`src/rtl/ast_cfg.svh`:
```
`ifndef AST_CFG_SVH
`define AST_CFG_SVH

// Register byte offsets
`define AST_OFF_TXCTL     8'h00
`define AST_OFF_PORT      8'h04
`define AST_OFF_BAUD      8'h08
`define AST_OFF_DATA      8'h0C

// Transmit control and status fields
`define AST_TXCTL_TRANSMIT_ENABLE_BIT    0
`define AST_TXCTL_NINE    1
`define AST_TXCTL_BIT8    2
`define AST_TXCTL_SYNC    3
`define AST_TXCTL_EMPTY   4
`define AST_TXCTL_READY   5

// Port control fields
`define AST_PORT_PORT_MASTER_ENABLE     0
`define AST_PORT_OUT_DIR  1
`define AST_PORT_OUT_LAT  2
`define AST_PORT_IN_DIR   3
`define AST_PORT_IN_LAT   4
`define AST_PORT_OUT_LVL  5
`define AST_PORT_IN_LVL   6

// Reset values
`define AST_RST_BAUD      8'h00
`define AST_RST_DIR       1'b1

// Timing: bit period is PRESCALE * (divisor + 1) clocks
`define AST_PRESCALE      13'h0010
`define AST_FRAME_BITS8   4'hA
`define AST_FRAME_BITS9   4'hB

`endif

```
`src/rtl/ast_pkg.sv`:
```
package ast_pkg;

  typedef enum logic [1:0] {
    AST_IDLE  = 2'b01,
    AST_SHIFT = 2'b10
  } ast_state_t;

endpackage : ast_pkg

```
`src/rtl/ast_tx.sv`:
```
`timescale 1ns/100ps
`default_nettype none
`include "ast_cfg.svh"

// Notes on behaviour
// - Idle line sits at mark level
// - Start space, 8/9 data, stop mark
// - Every bit lasts one bit period
// - Bit period from 8-bit divisor
// - Data bits leave LSB first
// - One format and rate shared
// - No hardware parity; ninth bit free
// - Enables start transmitter, drive output pin
// - Port enable forces input pin input
// - Enabling transmitter sets ready flag
// - Write starts send, moves when free
// - Pending char moves after stop bit
// - Frame starts right after move
// - Shifter hidden; fed only from buffer
// - Ready clear when busy plus pending, or when disabled or in clocked mode
// - Ready valid right after the write edge
// - Empty flag tracks shifter occupancy
// - Nine-bit mode sends ninth as MSB
module ast_tx (
  // Clock and reset
  input  wire logic        sys_clk,
  input  wire logic        rst,
  // APB slave
  input  wire logic [7:0]  paddr,
  input  wire logic        psel,
  input  wire logic        penable,
  input  wire logic        pwrite,
  input  wire logic [31:0] pwdata,
  output logic      [31:0] prdata,
  output logic             pready,
  output logic             pslverr,
  // Serial output pin
  input  wire logic        serial_out_pin_in,
  output logic             serial_out_pin_out,
  output logic             serial_out_pin_oe,
  // Serial input pin
  input  wire logic        serial_in_pin_in,
  output logic             serial_in_pin_out,
  output logic             serial_in_pin_oe,
  // Status
  output logic             tx_ready_flag,
  output logic             shifter_empty_flag
);
  import ast_pkg::*;

  // Last clock count of one bit period
  function automatic logic [12:0] last_count(input logic [7:0] div);
    last_count = 13'(`AST_PRESCALE * ({5'h00, div} + 13'h0001)) - 13'h0001;
  endfunction : last_count

  // start at bit 0, data LSB first, stop on top
  function automatic logic [10:0] frame_of(input logic nine, input logic [8:0] ch);
    if (nine) begin
      frame_of = {1'b1, ch, 1'b0};
    end else begin
      frame_of = {2'b11, ch[7:0], 1'b0};
    end
  endfunction : frame_of

  // Bits left to send, stop bit included
  function automatic logic [3:0] frame_len_of(input logic nine);
    frame_len_of = nine ? `AST_FRAME_BITS9 : `AST_FRAME_BITS8;
  endfunction : frame_len_of

  // Shifter holds a frame in this state
  function automatic logic is_busy(input ast_state_t st);
    is_busy = (st == AST_SHIFT);
  endfunction : is_busy

  // Control registers
  logic        transmit_enable_bit_reg;
  logic        nine_bit_tx_select_reg;
  logic        ninth_tx_bit_reg;
  logic        clocked_mode_reg;
  logic        port_master_enable_reg;
  logic        out_dir_reg;
  logic        out_lat_reg;
  logic        in_dir_reg;
  logic        in_lat_reg;
  logic [7:0]  baud_div_reg;
  // Transmit datapath
  logic [8:0]  holding_buffer_reg;
  logic        hold_full_reg;
  logic [10:0] transmit_shifter_reg;
  logic [10:0] shifter_next;
  logic [3:0]  bits_left_reg;
  logic [3:0]  bits_left_next;
  logic [12:0] bit_cnt_reg;
  logic [12:0] bit_cnt_next;
  ast_state_t  state_reg;
  ast_state_t  state_next;
  logic        hold_full_next;
  logic        line_next;
  // Pin synchronisers
  logic        in_meta_reg;
  logic        in_sync_reg;
  logic        outpin_meta_reg;
  logic        outpin_sync_reg;
  // Bus outputs and status
  logic [31:0] prdata_reg;
  logic        pready_reg;
  logic        pslverr_reg;
  logic        ser_out_reg;
  logic        ser_out_oe_reg;
  logic        ser_in_out_reg;
  logic        ser_in_oe_reg;
  logic        ready_reg;
  logic        empty_reg;

  // APB decode
  wire         apb_access = psel & penable;
  wire         apb_first  = apb_access & ~pready_reg;
  // Writes land at the edge that ends the access
  wire         apb_done   = apb_access & pready_reg;
  wire         wr_en      = apb_done & pwrite;
  wire         hit_txctl  = (paddr == `AST_OFF_TXCTL);
  wire         hit_port   = (paddr == `AST_OFF_PORT);
  wire         hit_baud   = (paddr == `AST_OFF_BAUD);
  wire         hit_data   = (paddr == `AST_OFF_DATA);
  wire         bad_addr   = ~(hit_txctl | hit_port | hit_baud | hit_data);

  logic [31:0] txctl_rd;
  logic [31:0] port_rd;
  always_comb begin
    txctl_rd = 32'h0000_0000;
    txctl_rd[`AST_TXCTL_TRANSMIT_ENABLE_BIT]  = transmit_enable_bit_reg;
    txctl_rd[`AST_TXCTL_NINE]  = nine_bit_tx_select_reg;
    txctl_rd[`AST_TXCTL_BIT8]  = ninth_tx_bit_reg;
    txctl_rd[`AST_TXCTL_SYNC]  = clocked_mode_reg;
    txctl_rd[`AST_TXCTL_EMPTY] = empty_reg;
    txctl_rd[`AST_TXCTL_READY] = ready_reg;
    port_rd = 32'h0000_0000;
    port_rd[`AST_PORT_PORT_MASTER_ENABLE]    = port_master_enable_reg;
    port_rd[`AST_PORT_OUT_DIR] = out_dir_reg;
    port_rd[`AST_PORT_OUT_LAT] = out_lat_reg;
    port_rd[`AST_PORT_IN_DIR]  = in_dir_reg;
    port_rd[`AST_PORT_IN_LAT]  = in_lat_reg;
    port_rd[`AST_PORT_OUT_LVL] = outpin_sync_reg;
    port_rd[`AST_PORT_IN_LVL]  = in_sync_reg;
  end

  // shifter itself never on the bus
  wire [31:0] rd_mux = hit_txctl ? txctl_rd :
                       hit_port  ? port_rd :
                       hit_baud  ? {24'h000000, baud_div_reg} :
                       hit_data  ? {23'h000000, holding_buffer_reg} :
                       32'h0000_0000;

  // One wait state: pready stands in the second access cycle
  always_ff @(posedge sys_clk) begin
    if (rst) begin
      pready_reg  <= 1'b0;
      pslverr_reg <= 1'b0;
      prdata_reg  <= 32'h0000_0000;
    end else begin
      pready_reg  <= apb_first;
      pslverr_reg <= apb_first & bad_addr;
      prdata_reg  <= (apb_first & ~pwrite) ? rd_mux : 32'h0000_0000;
    end
  end

  // Transmit control writes
  always_ff @(posedge sys_clk) begin
    if (rst) begin
      transmit_enable_bit_reg <= 1'b0;
      nine_bit_tx_select_reg  <= 1'b0;
      ninth_tx_bit_reg        <= 1'b0;
      clocked_mode_reg        <= 1'b0;
    end else if (wr_en & hit_txctl) begin
      transmit_enable_bit_reg <= pwdata[`AST_TXCTL_TRANSMIT_ENABLE_BIT];
      nine_bit_tx_select_reg  <= pwdata[`AST_TXCTL_NINE];
      ninth_tx_bit_reg        <= pwdata[`AST_TXCTL_BIT8];
      clocked_mode_reg        <= pwdata[`AST_TXCTL_SYNC];
    end
  end

  // Port control writes; pins return to input on reset
  always_ff @(posedge sys_clk) begin
    if (rst) begin
      port_master_enable_reg <= 1'b0;
      out_dir_reg            <= `AST_RST_DIR;
      out_lat_reg            <= 1'b0;
      in_dir_reg             <= `AST_RST_DIR;
      in_lat_reg             <= 1'b0;
    end else if (wr_en & hit_port) begin
      port_master_enable_reg <= pwdata[`AST_PORT_PORT_MASTER_ENABLE];
      out_dir_reg            <= pwdata[`AST_PORT_OUT_DIR];
      out_lat_reg            <= pwdata[`AST_PORT_OUT_LAT];
      in_dir_reg             <= pwdata[`AST_PORT_IN_DIR];
      in_lat_reg             <= pwdata[`AST_PORT_IN_LAT];
    end
  end

  // change only while idle: a value whose last count lies below the count already reached mid-bit stretches that bit
  always_ff @(posedge sys_clk) begin
    if (rst) begin
      baud_div_reg <= `AST_RST_BAUD;
    end else if (wr_en & hit_baud) begin
      baud_div_reg <= pwdata[7:0];
    end
  end

  // Transmitter timing
  // Clearing the enable or picking clocked mode drops the frame at once;
  // a character already waiting in the buffer is kept for later
  wire        tx_run    = transmit_enable_bit_reg & ~clocked_mode_reg;
  wire        shifting  = is_busy(state_reg);
  wire        bit_end   = shifting & (bit_cnt_reg == last_count(baud_div_reg));
  // Last clock of the stop bit
  wire        last_bit  = bit_end & (bits_left_reg == 4'h1);
  wire        hold_wr   = wr_en & hit_data;
  // move when idle or stop done
  wire        load      = tx_run & hold_full_reg & (~shifting | last_bit);
  // one format bit and one divisor serve every frame
  wire [10:0] frame     = frame_of(nine_bit_tx_select_reg, holding_buffer_reg);
  wire [3:0]  frame_len = frame_len_of(nine_bit_tx_select_reg);

  always_comb begin
    state_next     = state_reg;
    shifter_next   = transmit_shifter_reg;
    bits_left_next = bits_left_reg;
    // Count clocks within the current bit
    bit_cnt_next   = shifting ? bit_cnt_reg + 13'h0001 : 13'h0000;
    if (!tx_run) begin
      state_next     = AST_IDLE;
      shifter_next   = 11'h7FF;
      bits_left_next = 4'h0;
      bit_cnt_next   = 13'h0000;
    end else if (load) begin
      state_next     = AST_SHIFT;
      shifter_next   = frame;
      bits_left_next = frame_len;
      bit_cnt_next   = 13'h0000;
    end else if (last_bit) begin
      state_next     = AST_IDLE;
      shifter_next   = 11'h7FF;
      bits_left_next = 4'h0;
    end else if (bit_end) begin
      shifter_next   = {1'b1, transmit_shifter_reg[10:1]};
      bits_left_next = bits_left_reg - 4'h1;
      bit_cnt_next   = 13'h0000;
    end
    // A write in the load cycle queues the new character
    // A write while one already waits replaces it
    hold_full_next = hold_wr | (hold_full_reg & ~load);
    line_next      = is_busy(state_next) ? shifter_next[0] : 1'b1;
  end

  always_ff @(posedge sys_clk) begin
    if (rst) begin
      state_reg            <= AST_IDLE;
      transmit_shifter_reg <= 11'h7FF;
      bits_left_reg        <= 4'h0;
      bit_cnt_reg          <= 13'h0000;
      hold_full_reg        <= 1'b0;
      holding_buffer_reg   <= 9'h000;
    end else begin
      state_reg            <= state_next;
      transmit_shifter_reg <= shifter_next;
      bits_left_reg        <= bits_left_next;
      bit_cnt_reg          <= bit_cnt_next;
      hold_full_reg        <= hold_full_next;
      if (hold_wr) begin
        // ninth bit taken from control at write
        holding_buffer_reg <= {ninth_tx_bit_reg, pwdata[7:0]};
      end
    end
  end

  // Status flags
  always_ff @(posedge sys_clk) begin
    if (rst) begin
      ready_reg <= 1'b0;
      empty_reg <= 1'b1;
    end else begin
      ready_reg <= tx_run & ~(is_busy(state_next) & hold_full_next);
      // empty while no frame in shifter
      empty_reg <= ~is_busy(state_next);
    end
  end

  // Pin drivers
  always_ff @(posedge sys_clk) begin
    if (rst) begin
      ser_out_reg    <= 1'b1;
      ser_out_oe_reg <= 1'b0;
      ser_in_out_reg <= 1'b0;
      ser_in_oe_reg  <= 1'b0;
    end else begin
      // port enable makes output pin drive
      ser_out_reg    <= port_master_enable_reg ? line_next : out_lat_reg;
      ser_out_oe_reg <= port_master_enable_reg | ~out_dir_reg;
      // input pin forced input, latch blocked
      ser_in_out_reg <= port_master_enable_reg ? 1'b0 : in_lat_reg;
      ser_in_oe_reg  <= ~port_master_enable_reg & ~in_dir_reg;
    end
  end

  // Pin levels pass two flops before the read mux sees them
  always_ff @(posedge sys_clk) begin
    if (rst) begin
      in_meta_reg     <= 1'b1;
      in_sync_reg     <= 1'b1;
      outpin_meta_reg <= 1'b1;
      outpin_sync_reg <= 1'b1;
    end else begin
      in_meta_reg     <= serial_in_pin_in;
      in_sync_reg     <= in_meta_reg;
      outpin_meta_reg <= serial_out_pin_in;
      outpin_sync_reg <= outpin_meta_reg;
    end
  end

  assign prdata             = prdata_reg;
  assign pready             = pready_reg;
  assign pslverr            = pslverr_reg;
  assign serial_out_pin_out = ser_out_reg;
  assign serial_out_pin_oe  = ser_out_oe_reg;
  assign serial_in_pin_out  = ser_in_out_reg;
  assign serial_in_pin_oe   = ser_in_oe_reg;
  assign tx_ready_flag      = ready_reg;
  assign shifter_empty_flag = empty_reg;

endmodule : ast_tx

`default_nettype wire

```
`config.mk`:
```
export PLATFORM = sky130hd
export DESIGN_NAME = ast_tx
export DESIGN_NICKNAME = d
export VERILOG_FILES = /design/src/rtl/ast_pkg.sv /design/src/rtl/ast_tx.sv
export VERILOG_INCLUDE_DIRS = /design/src /design/src/rtl
export SDC_FILE = /design/constraint.sdc
export NUM_CORES = 1
export LEC_CHECK = 0
export BUFFER_PORTS_ARGS = -buffer_cell sky130_fd_sc_hd__buf_2
export CAP_MARGIN = 15
export CORE_UTILIZATION = 40
export CTS_CLUSTER_SIZE = 28
export DETAILED_ROUTE_END_ITERATION = 16
export PLACE_DENSITY = 0.63
export RECOVER_POWER = 50
export SLEW_MARGIN = 20
export SYNTH_ARGS = -nofsm -noshare
export SYNTH_HDL_FRONTEND = slang
export SYNTH_SLANG_ARGS = --single-unit
```
`constraint.sdc`:
```
create_clock -name sys_clk -period 3.4 [get_ports sys_clk]
set_clock_uncertainty 0.1 [all_clocks]
set_input_delay 0.34 -clock sys_clk [delete_from_list [all_inputs] [get_ports sys_clk]]
set_output_delay 0.34 -clock sys_clk [all_outputs]
set_load 0.02 [all_outputs]
```
==> out/results.tsv, run 1 <==
stage	metric	value	unit
status	outcome	complete, but fails checks	
status	failing checks	max-capacitance violations, max-slew violations	
logic_synthesis	Synth top area share	40.72	%
timing	RSZ-0062 raised after global routing	false	
logic_synthesis	number of synthesized flops with an enable pin	0	
die	CORE AREA	0.009284	sq mm
clock_tree	post-CTS setup buffer count	0	
clock_tree	Worst-path clk slew	0.08	ns
cells_and_area	max reg flops	13	
hold_path	Hold Crit Depth	2	
global_routing	GRT Overall Usage	18.89	%
setup_path	Critical Path AT	3.41	ns
logic_synthesis	synthesized area	0.003835	sq mm
logic_synthesis	sequential area share after synthesis	40.72	%
logic_synthesis	ys async rst share	0	%
setup_path	Critical Path Sink Type	flip-flop	
pwr	Power Density	410.8	mW/mm^2
die	FP Rows	35	
global_routing	first-pass GRT wire length	14990	um
logic_synthesis	YS warnings	0	
cells_and_area	# diodes	0	
die	die footprint	0.009983	sq mm
routing	DRT antenna net count	0	
setup_path	Setup CP Type	flip-flop to flip-flop	
clock_tree	CTS Hold Bufs	0	
cells_and_area	layout cells sized above 1	12.45	%
setup_path	startpoint types	flip-flop	
place	PortBufs	39	
logic_synthesis	Synth area leader	dfxtp_1	
cells_and_area	Layout area overhead	10.28	%
timing	crit share post-route	94.92	%
logic_synthesis	most common cell in the synthesized netlist	dfxtp_1	
logic_synthesis	ys flop type	dfxtp_1	
timing	Final Hold Fails	0	
global_routing	largest net degree at the start of global routing	40	
timing	Setup-failing EPs final	0	
pwr	Sw Ratio	22.70	%
logic_synthesis	dominant cells by area after synthesis	dfxtp_1 (41%), a21oi_1 (6.9%), nand2_1 (6.1%)	
pwr	clock network fraction of design power	43.2	%
timing	Max Clk Rate	309.9	MHz
pwr	Worst VDD drop	360.8	uV
cells_and_area	fin nets	553	
place	DPL Wire Length	6447	um
cells_and_area	# fillers	948	
clock_tree	clk_lat worst skew	0.35	ns
setup_path	worst reg2reg path depth	9	
logic_synthesis	Post-Syn Instances	472	
routing	routed wire length	8945	um
global_routing	initial antenna violation count	0	
clock_tree	TritonCTS buffer count	9	
routing	via count	3404	
timing	Rel. slew slack	-11.05	%
pwr	Flop pwr share	52.8	%
die	Starting Density	41.31	%
die	Die X	99.92	um
die	die extent in y	99.92	um
cells_and_area	register area	0.001562	sq mm
clock_tree	CTS max path bufs	2	
die	num ports	87	
global_routing	grt ovf	0	
clock_tree	H-tree lvl count	3	
pwr	net switching power	0.3944	mW
setup_path	WP data required	3.58	ns
pwr	Leak	1.505	nW
clock_tree	CTS sink cnt	78	
logic_synthesis	Distinct cells, synth	55	
clock_tree	CTS resizes	0	
timing	Max Slew Vio Count	40	
logic_synthesis	most frequent cells after synthesis	dfxtp_1 (78), nand2_1 (62), a21oi_1 (53)	
hold_path	Worst Hold Class	input pin to flip-flop	
global_routing	vias in the first global route	3102	
routing	post-DR vias/cell	5.361	
pwr	internal power	1.343	mW
timing	Tmin final	3.227	ns
logic_synthesis	synthesis-stage register bit count	78	
routing	Avg WL per Cell	14.09	um
pwr	Comb pwr share	4.1	%
flow_run	Max-Cap Viols	1	
pwr	total power	1.737	mW
clock_tree	Root Buffer	clkbuf_8	
setup_path	Crit Path Max Fanout	13	
routing	drt pass-1 iters	5	
routing	1st-iter DRT viols	209	
timing	setup TNS	0	ns
cells_and_area	footprint of the multi-input gates	0.002021	sq mm
logic_synthesis	Post-Syn Area per Cell	8.125	sq um
clock_tree	CTS tree	built	
routing	Residual DRC	0	
timing	worst slew pin tran	1.666	ns
place	GPL Wtd Cong	0.8271	
area by class of cell:
class / instances / share of cell area (%)
repair buffers: 48 / 5.503
clock buffers: 9 / 2.929
inverters: 11 / 0.9763
well taps: 129 / 3.817
clock inverters: 6 / 2.071
flip-flops and latches: 78 / 36.92
multi-input cells: 354 / 47.78
through the flow:
stage	cells	hold slack [ns]	worst slack [ns]	utilization (%)	area (sq um)
2_1_floorplan	494	0.2895	0.7557	-	3918
3_3_place_gp	620	0.3031	0.2729	43.56	4044
3_5_place_dp	620	0.3168	0.1853	43.56	4044
4_1_cts	635	0.06416	0.1827	45.84	4255
5_1_grt	635	0.07101	0.008066	45.55	4229
6_report	635	0.07025	0.1728	45.55	4229
layer usage:
layer,GRT usage (%),up-vias,wire [um]
li1,-,1671,-
met1,25.83,1610,4200
met2,29.76,110,4158
met3,3.203,13,421
met4,7.240,0,164
met5,0,-,0
power by group through the flow:
stage	Sequential, mW	Combinational (mW)	Clock (mW)
final	0.917	0.0704	0.750
after global routing	0.918	0.0764	0.809
after CTS	0.917	0.0702	0.761
after detailed placement	0.939	0.0705	0
after global placement	0.939	0.0694	0
after floorplan	0.941	0.0642	0
cells in the final DEF (no fill, tap or decap), types with 7 or more instances in the layout:
cell      Yosys  routed
o31ai_1       9       9
xnor2_1      10      10
inv_1        11      11
dfxtp_1      78      78
conb_1        1      23
nand2_1      62      62
buf_4        25       7
a22oi_1       8       8
buf_2        10      21
a21oi_1      53      52
o21ai_0      17      17
clkbuf_8      0       9
nor3_1       11      11
nand3_1      17      17
xor2_1       10      10
nor2_1       41      41
mux2_2        8       8
clkbuf_1     15      20
cells by family (layout without fill, tap and decap cells):
| kind of cell | Yosys count | after routing | share of synthesized area (%) |
|---|---|---|---|
| buffers and inverters | 62 | 74 | 8.842 |
| and+or+nand+nor | 176 | 176 | 21.60 |
| other | 1 | 23 | 0.09779 |
| AOI/OAI and AO/OA | 117 | 117 | 18.96 |
| muxes | 13 | 13 | 3.654 |
| DFF | 78 | 78 | 40.72 |
| xor gates and xnor gates | 20 | 20 | 4.567 |
| adders and majority gates | 5 | 5 | 1.566 |
worst max-delay path, cell delays in order, from the launching register on:
cell	delay (ns)
dfxtp_1	0.41
ha_1	0.30
nand2_1	0.19
a21oi_1	0.05
o21ai_0	0.46
mux2_2	0.40
a311o_2	0.42
and2_1	0.21
a211o_1	0.45
nor2_1	0.17
worst paths after layout:
check	slack (ns)	start	to
worst min register to register	0.33	outpin_meta_reg	outpin_sync_reg
worst max register to register	0.17	baud_div_reg[0]	bit_cnt_reg[5]
worst max-delay path	0.17	baud_div_reg[0]	bit_cnt_reg[5]
worst min-delay path	0.07	serial_out_pin_in	outpin_meta_reg
Note: power is estimated with default switching activity, not from simulation.
==> inputs of run 2 (changes only) <==
Settings changed: SETUP_SLACK_MARGIN set to 0.2.
==> run 2 against run 1 <==
Net effect:
- the run still ends with max-capacitance violations, max-slew violations left
- combinational power about the same
- sequential share of layout area barely moved
- global-route usage is the same
- cell area is 0.38% higher
- worst setup slack better by 0.23 ns
- die area is the same
- sequential power about the same
- via count grew 0.76%
- clock power hardly changed
- first-iteration DRC count is 5.3% higher
- maximum frequency increased by 7.8%
- register-to-register slack gained 0.23 ns
- highest routed layer unchanged
==> out/results.tsv, run 2 (synthesis results as in run 1) <==
stage	metric	value	unit
status	outcome	complete, but fails checks	
status	failing checks	max-capacitance violations, max-slew violations	
setup_path	Critical Path AT	3.18	ns
pwr	total power	1.736	mW
timing	RSZ-0062 raised after global routing	false	
global_routing	grt ovf	0	
clock_tree	clk_lat worst skew	0.35	ns
cells_and_area	fin nets	554	
place	GPL Wtd Cong	0.8271	
cells_and_area	Layout area overhead	10.70	%
global_routing	vias in the first global route	3102	
timing	setup TNS	0	ns
die	Die X	99.92	um
timing	Setup-failing EPs final	0	
clock_tree	CTS sink cnt	78	
pwr	clock network fraction of design power	43.1	%
pwr	Leak	1.510	nW
place	PortBufs	39	
timing	Rel. slew slack	-9.551	%
global_routing	GRT Overall Usage	18.89	%
setup_path	worst reg2reg path depth	9	
routing	post-DR vias/cell	5.393	
setup_path	startpoint types	flip-flop	
die	num ports	87	
global_routing	first-pass GRT wire length	14990	um
clock_tree	CTS max path bufs	2	
timing	Max Slew Vio Count	40	
timing	Final Hold Fails	0	
cells_and_area	most frequent cells in the layout	dfxtp_1 (73), nand2_1 (62), a21oi_1 (52)	
setup_path	reg-to-reg critical path endpoint	bit_cnt_reg[5]	
die	FP Rows	35	
setup_path	Setup CP Type	flip-flop to flip-flop	
pwr	Sw Ratio	22.62	%
setup_path	WP data required	3.59	ns
routing	1st-iter DRT viols	220	
clock_tree	Root Buffer	clkbuf_8	
cells_and_area	max reg flops	13	
cells_and_area	layout cells sized above 1	13.81	%
clock_tree	CTS tree	built	
cells_and_area	commonest non-fill, non-tap cell in the layout	dfxtp_1	
hold_path	hold_sp	serial_out_pin_in	
routing	DRT antenna net count	0	
clock_tree	CTS Hold Bufs	0	
routing	drt pass-1 iters	5	
pwr	Power Density	408.8	mW/mm^2
place	DPL Wire Length	6447	um
setup_path	worst reg2reg setup slack	0.41	ns
timing	crit share post-route	88.03	%
routing	routed wire length	8976	um
setup_path	Critical Path Sink Type	flip-flop	
clock_tree	H-tree lvl count	3	
clock_tree	Worst-path clk slew	0.08	ns
timing	Tmin final	2.993	ns
setup_path	worst flop-to-flop path startpoint	baud_div_reg[0]	
pwr	Comb pwr share	4.1	%
cells_and_area	# fillers	949	
die	Starting Density	41.31	%
routing	Avg WL per Cell	14.11	um
routing	via count	3430	
cells_and_area	# diodes	0	
timing	Max Clk Rate	334.1	MHz
pwr	Flop pwr share	52.9	%
timing	worst slew pin tran	1.643	ns
die	CORE AREA	0.009284	sq mm
die	die footprint	0.009983	sq mm
die	die extent in y	99.92	um
global_routing	largest net degree at the start of global routing	40	
hold_path	Hold Path End	outpin_meta_reg	
pwr	Worst VDD drop	360.7	uV
clock_tree	TritonCTS buffer count	9	
pwr	net switching power	0.3926	mW
flow_run	Max-Cap Viols	1	
hold_path	Worst Hold Class	input pin to flip-flop	
hold_path	Hold Crit Depth	2	
setup_path	Crit Path Max Fanout	13	
pwr	internal power	1.343	mW
global_routing	initial antenna violation count	0	
routing	Residual DRC	0	
[run 2: power by group through the flow]
stage	logic (mW)	clock network [mW]	registers, mW
after detailed placement	0.0705	0	0.939
after global placement	0.0694	0	0.939
after CTS	0.0702	0.761	0.917
after floorplan	0.0642	0	0.941
final	0.0704	0.748	0.917
after global routing	0.0764	0.809	0.918
[run 2: area by class of cell]
type	instances	area [sq um]	area share [%]
clock buffer	9	123.9	2.918
clock inverter	6	87.58	2.063
inverter	11	41.29	0.9726
multi-input combinational	354	2023	47.66
sequential	78	1568	36.93
tap	129	161.4	3.802
timing repair buffer	49	240.2	5.659
[run 2: worst max-delay path by stage]
stage	endpoint	slack, ns	startpoint
after floorplan	bits_left_reg[2]	0.76	baud_div_reg[1]
after global placement	bit_cnt_reg[7]	0.27	baud_div_reg[0]
after detailed placement	bit_cnt_reg[5]	0.19	baud_div_reg[0]
after CTS	bit_cnt_reg[5]	0.27	baud_div_reg[2]
after global routing	serial_out_pin_out	0.21	baud_div_reg[1]
final	bit_cnt_reg[5]	0.41	baud_div_reg[0]
[run 2: routing by layer]
layer  wire length, um  vias up  GRT usage [%]
li1                  -     1671              -
met1              4160     1617          25.83
met2              4146      123          29.76
met3               485       19          3.203
met4               184        0          7.240
met5                 0        -              0
[run 2: through the flow]
stage	setup WS, ns	utilization [%]	area (sq um)	cells	hold WS [ns]
3_3_place_gp	0.2729	43.56	4044	620	0.3031
2_1_floorplan	0.7557	-	3918	494	0.2895
5_1_grt	0.2102	45.73	4245	636	0.07101
6_report	0.4070	45.73	4245	636	0.07167
4_1_cts	0.2750	45.88	4259	635	0.06416
3_5_place_dp	0.1853	43.56	4044	620	0.3168
[run 2: repair_timing]
action	4_1_cts	5_1_grt
pin swaps	0	1
setup buffers	0	1
setup endpoints to repair	3	27
gates resized for setup	2	7
[run 2: worst max-delay path, stage by stage (launching register included)]
cell and delay (ns):
dfxtp_2 0.38, ha_1 0.27, nand2_1 0.19, a21oi_1 0.06
o21ai_1 0.32, mux2_2 0.38, a311o_2 0.46, and2_1 0.20
a211o_2 0.42, nor2_1 0.14
==> inputs of run 3 (changes only) <==
Settings changed: ABC_AREA set to 1.
==> run 3 against run 2 <==
Net effect:
- the flow now finishes without violations
- largest power group unchanged
- die area is 7.1% higher
- sequential share of layout area is 2.3 points lower
- wire length increased by 11%
- clock-buffer cell count up 2
- via count increased by 7.5%
- cell count rose by 16%
- maximum frequency rose by 4.4%
- combinational power down 5.7%
- synthesized cell count grew 18%
- critical path depth grew 8
- flip-flop and latch count did not move
- synthesized area up 7.2%
==> out/results.tsv, run 3 <==
stage	metric	value	unit
status	outcome	complete, no violations	
cells_and_area	max reg flops	13	
clock_tree	clk_lat worst skew	0.37	ns
setup_path	Worst Path Buf+Inv	1	
logic_synthesis	Synth area leader	dfxtp_1	
clock_tree	CTS tree	built	
routing	DRT antenna net count	0	
cells_and_area	commonest non-fill, non-tap cell in the layout	nand2_1	
pwr	net switching power	0.4050	mW
cells_and_area	# fillers	1016	
place	DPL Wire Length	7338	um
place	PortBufs	39	
logic_synthesis	Distinct cells, synth	44	
place	GPL Wtd Cong	0.9448	
logic_synthesis	YS warnings	0	
cells_and_area	most frequent cells in the layout	nand2_1 (96), dfxtp_1 (76), inv_1 (59)	
setup_path	Critical Path AT	3.02	ns
pwr	clock network fraction of design power	41.8	%
cells_and_area	register area	0.001564	sq mm
cells_and_area	Layout area overhead	9.982	%
logic_synthesis	sequential area share after synthesis	37.98	%
timing	Max Clk Rate	348.8	MHz
die	Starting Density	41.68	%
setup_path	Setup CP Type	flip-flop to flip-flop	
die	Die X	103.4	um
pwr	Leak	1.814	nW
setup_path	CP dominant cell by count	nor2_4	
pwr	Power Density	373.6	mW/mm^2
die	die extent in y	103.4	um
setup_path	CP top delay family	simple AND/OR/NAND/NOR gates	
cells_and_area	final std cells w/o fill	736	
setup_path	crit path cell chain	ha_2, nor2_4, inv_2, nor2_2, nand3_2, nor2_4, nand3_1, nand3_1, nand3_2, nor2_4, nand3_4, nand2_4, nand2_8, nand2_2, nand2_1, nor2_1, nor2_1	
cells_and_area	Layout Utilization	45.84	%
global_routing	vias in the first global route	3221	
setup_path	WP data required	3.56	ns
global_routing	first-pass GRT wire length	15790	um
clock_tree	H-tree lvl count	3	
routing	via count	3687	
logic_synthesis	Synth top area share	37.98	%
global_routing	GRT Overall Usage	19.53	%
hold_path	Worst Hold Class	input pin to flip-flop	
flow_run	Max-Cap Viols	0	
timing	setup TNS	0	ns
routing	met3 routed wirelength	556	um
timing	worst hold slack	0.05436	ns
logic_synthesis	Post-Syn Instances	556	
routing	1st-iter DRT viols	160	
setup_path	Critical Path Sink Type	flip-flop	
clock_tree	TritonCTS buffer count	9	
place	Place WS	0.2903	ns
timing	Final Hold Fails	0	
routing	Avg WL per Cell	13.48	um
clock_tree	CTS max path bufs	2	
global_routing	initial antenna violation count	0	
timing	PnR worst setup slack	0.5333	ns
pwr	Worst VDD drop	269.0	uV
die	FP Rows	36	
timing	Tmin final	2.867	ns
clock_tree	Worst-path clk slew	0.08	ns
pwr	Sw Ratio	23.98	%
place	DP Area	0.004347	sq mm
setup_path	startpoint types	flip-flop	
routing	max layer used	met4	
routing	Residual DRC	0	
global_routing	largest net degree at the start of global routing	26	
logic_synthesis	Post-Syn Area per Cell	7.395	sq um
pwr	internal power	1.284	mW
logic_synthesis	ys async rst share	0	%
logic_synthesis	number of synthesized flops with an enable pin	0	
routing	drt pass-1 iters	5	
cells_and_area	# diodes	0	
cells_and_area	layout cells sized above 1	15.26	%
global_routing	grt ovf	0	
logic_synthesis	dominant cells by area after synthesis	dfxtp_1 (38%), nand2_1 (8.9%), nand3_1 (6.5%)	
logic_synthesis	most frequent cells after synthesis	nand2_1 (97), dfxtp_1 (78), inv_1 (59)	
pwr	total power	1.689	mW
setup_path	Slowest Stage Delay on Critical Path	0.41	ns
clock_tree	CTS Hold Bufs	0	
logic_synthesis	ys flop type	dfxtp_1	
clock_tree	CTS sink cnt	78	
timing	Max Slew Vio Count	0	
logic_synthesis	synthesized area	0.004111	sq mm
clock_tree	Root Buffer	clkbuf_8	
routing	met2 WL	4508	um
pwr	Comb pwr share	3.9	%
setup_path	Crit Path Max Fanout	25	
logic_synthesis	most common cell in the synthesized netlist	nand2_1	
cells_and_area	fin area	0.004522	sq mm
pwr	Flop pwr share	54.3	%
die	num ports	87	
timing	Rel. slew slack	43.08	%
routing	routed wire length	9923	um
die	die footprint	0.01069	sq mm
cells_and_area	footprint of the multi-input gates	0.002133	sq mm
timing	RSZ-0062 raised after global routing	false	
timing	crit share post-route	84.32	%
routing	post-DR vias/cell	5.010	
die	CORE AREA	0.009864	sq mm
logic_synthesis	synthesis-stage register bit count	78	
place	Inst Count DP	721	
cells_and_area	fin nets	650	
routing	Met1 Wirelength	4558	um
timing	Setup-failing EPs final	0	
timing	worst slew pin tran	0.8539	ns
setup_path	crit path max-delay cell type	dfxtp_2	
==> run 3: cell types whose count changed in the layout (fill, tap and decap cells not counted), moves of 10 or more <==
cell	delta
nand3_1	+36
o211ai_1	+10
nand2_1	+34
a21oi_1	-23
inv_1	+48
nand4_1	+13
o21ai_0	+15
==> run 3: what timing repair did <==
| item | in CTS | in global routing |
|---|---|---|
| gates resized for setup | 0 | 7 |
| buffers inserted | 0 | 0 |
| setup endpoints to repair | 0 | 22 |
| endpoints found under the hold margin | 0 | 0 |
==> run 3: power groups by stage <==
stage                     Combinational (mW)  Sequential (mW)  Clock (mW)
final                                 0.0664            0.917       0.705
after global routing                  0.0735            0.918       0.754
after CTS                             0.0680            0.917       0.713
after detailed placement              0.0678            0.939           0
after global placement                0.0669            0.939           0
after floorplan                       0.0609            0.941           0
==> run 3: layout make-up <==
cell class | instances | area share (%)
inverters | 70 | 5.811
repair buffers | 45 | 4.566
multi-input cells | 395 | 47.18
clock inverters | 4 | 1.051
flip-flops and latches | 78 | 34.59
clock buffers | 11 | 3.127
well taps | 133 | 3.680
==> run 3: cell families (layout without fill, tap and decap cells) <==
family	after synthesis	after routing	share of synthesized area (%)
compound gates	90	90	12.99
xor+xnor	10	10	2.130
fa+ha+maj	4	4	1.217
buf+inv	105	130	12.57
flops	78	78	37.98
other cells	1	23	0.09121
simple gates	268	268	33.02
==> run 3: worst paths after layout <==
path	slack, ns	start	end	cells past startpoint
setup / recovery	0.53	baud_div_reg[1]	serial_out_pin_out	17
hold / removal	0.05	serial_in_pin_in	in_meta_reg	2
setup reg to reg	0.53	baud_div_reg[1]	serial_out_pin_out	17
hold reg to reg	0.32	in_meta_reg	in_sync_reg	1
==> run 3: layer usage <==
layer / vias to the layer above / GRT usage, %
li1: 1895 / -
met1: 1650 / 25.31
met2: 119 / 30.97
met3: 23 / 3.831
met4: 0 / 9.859
met5: - / 0
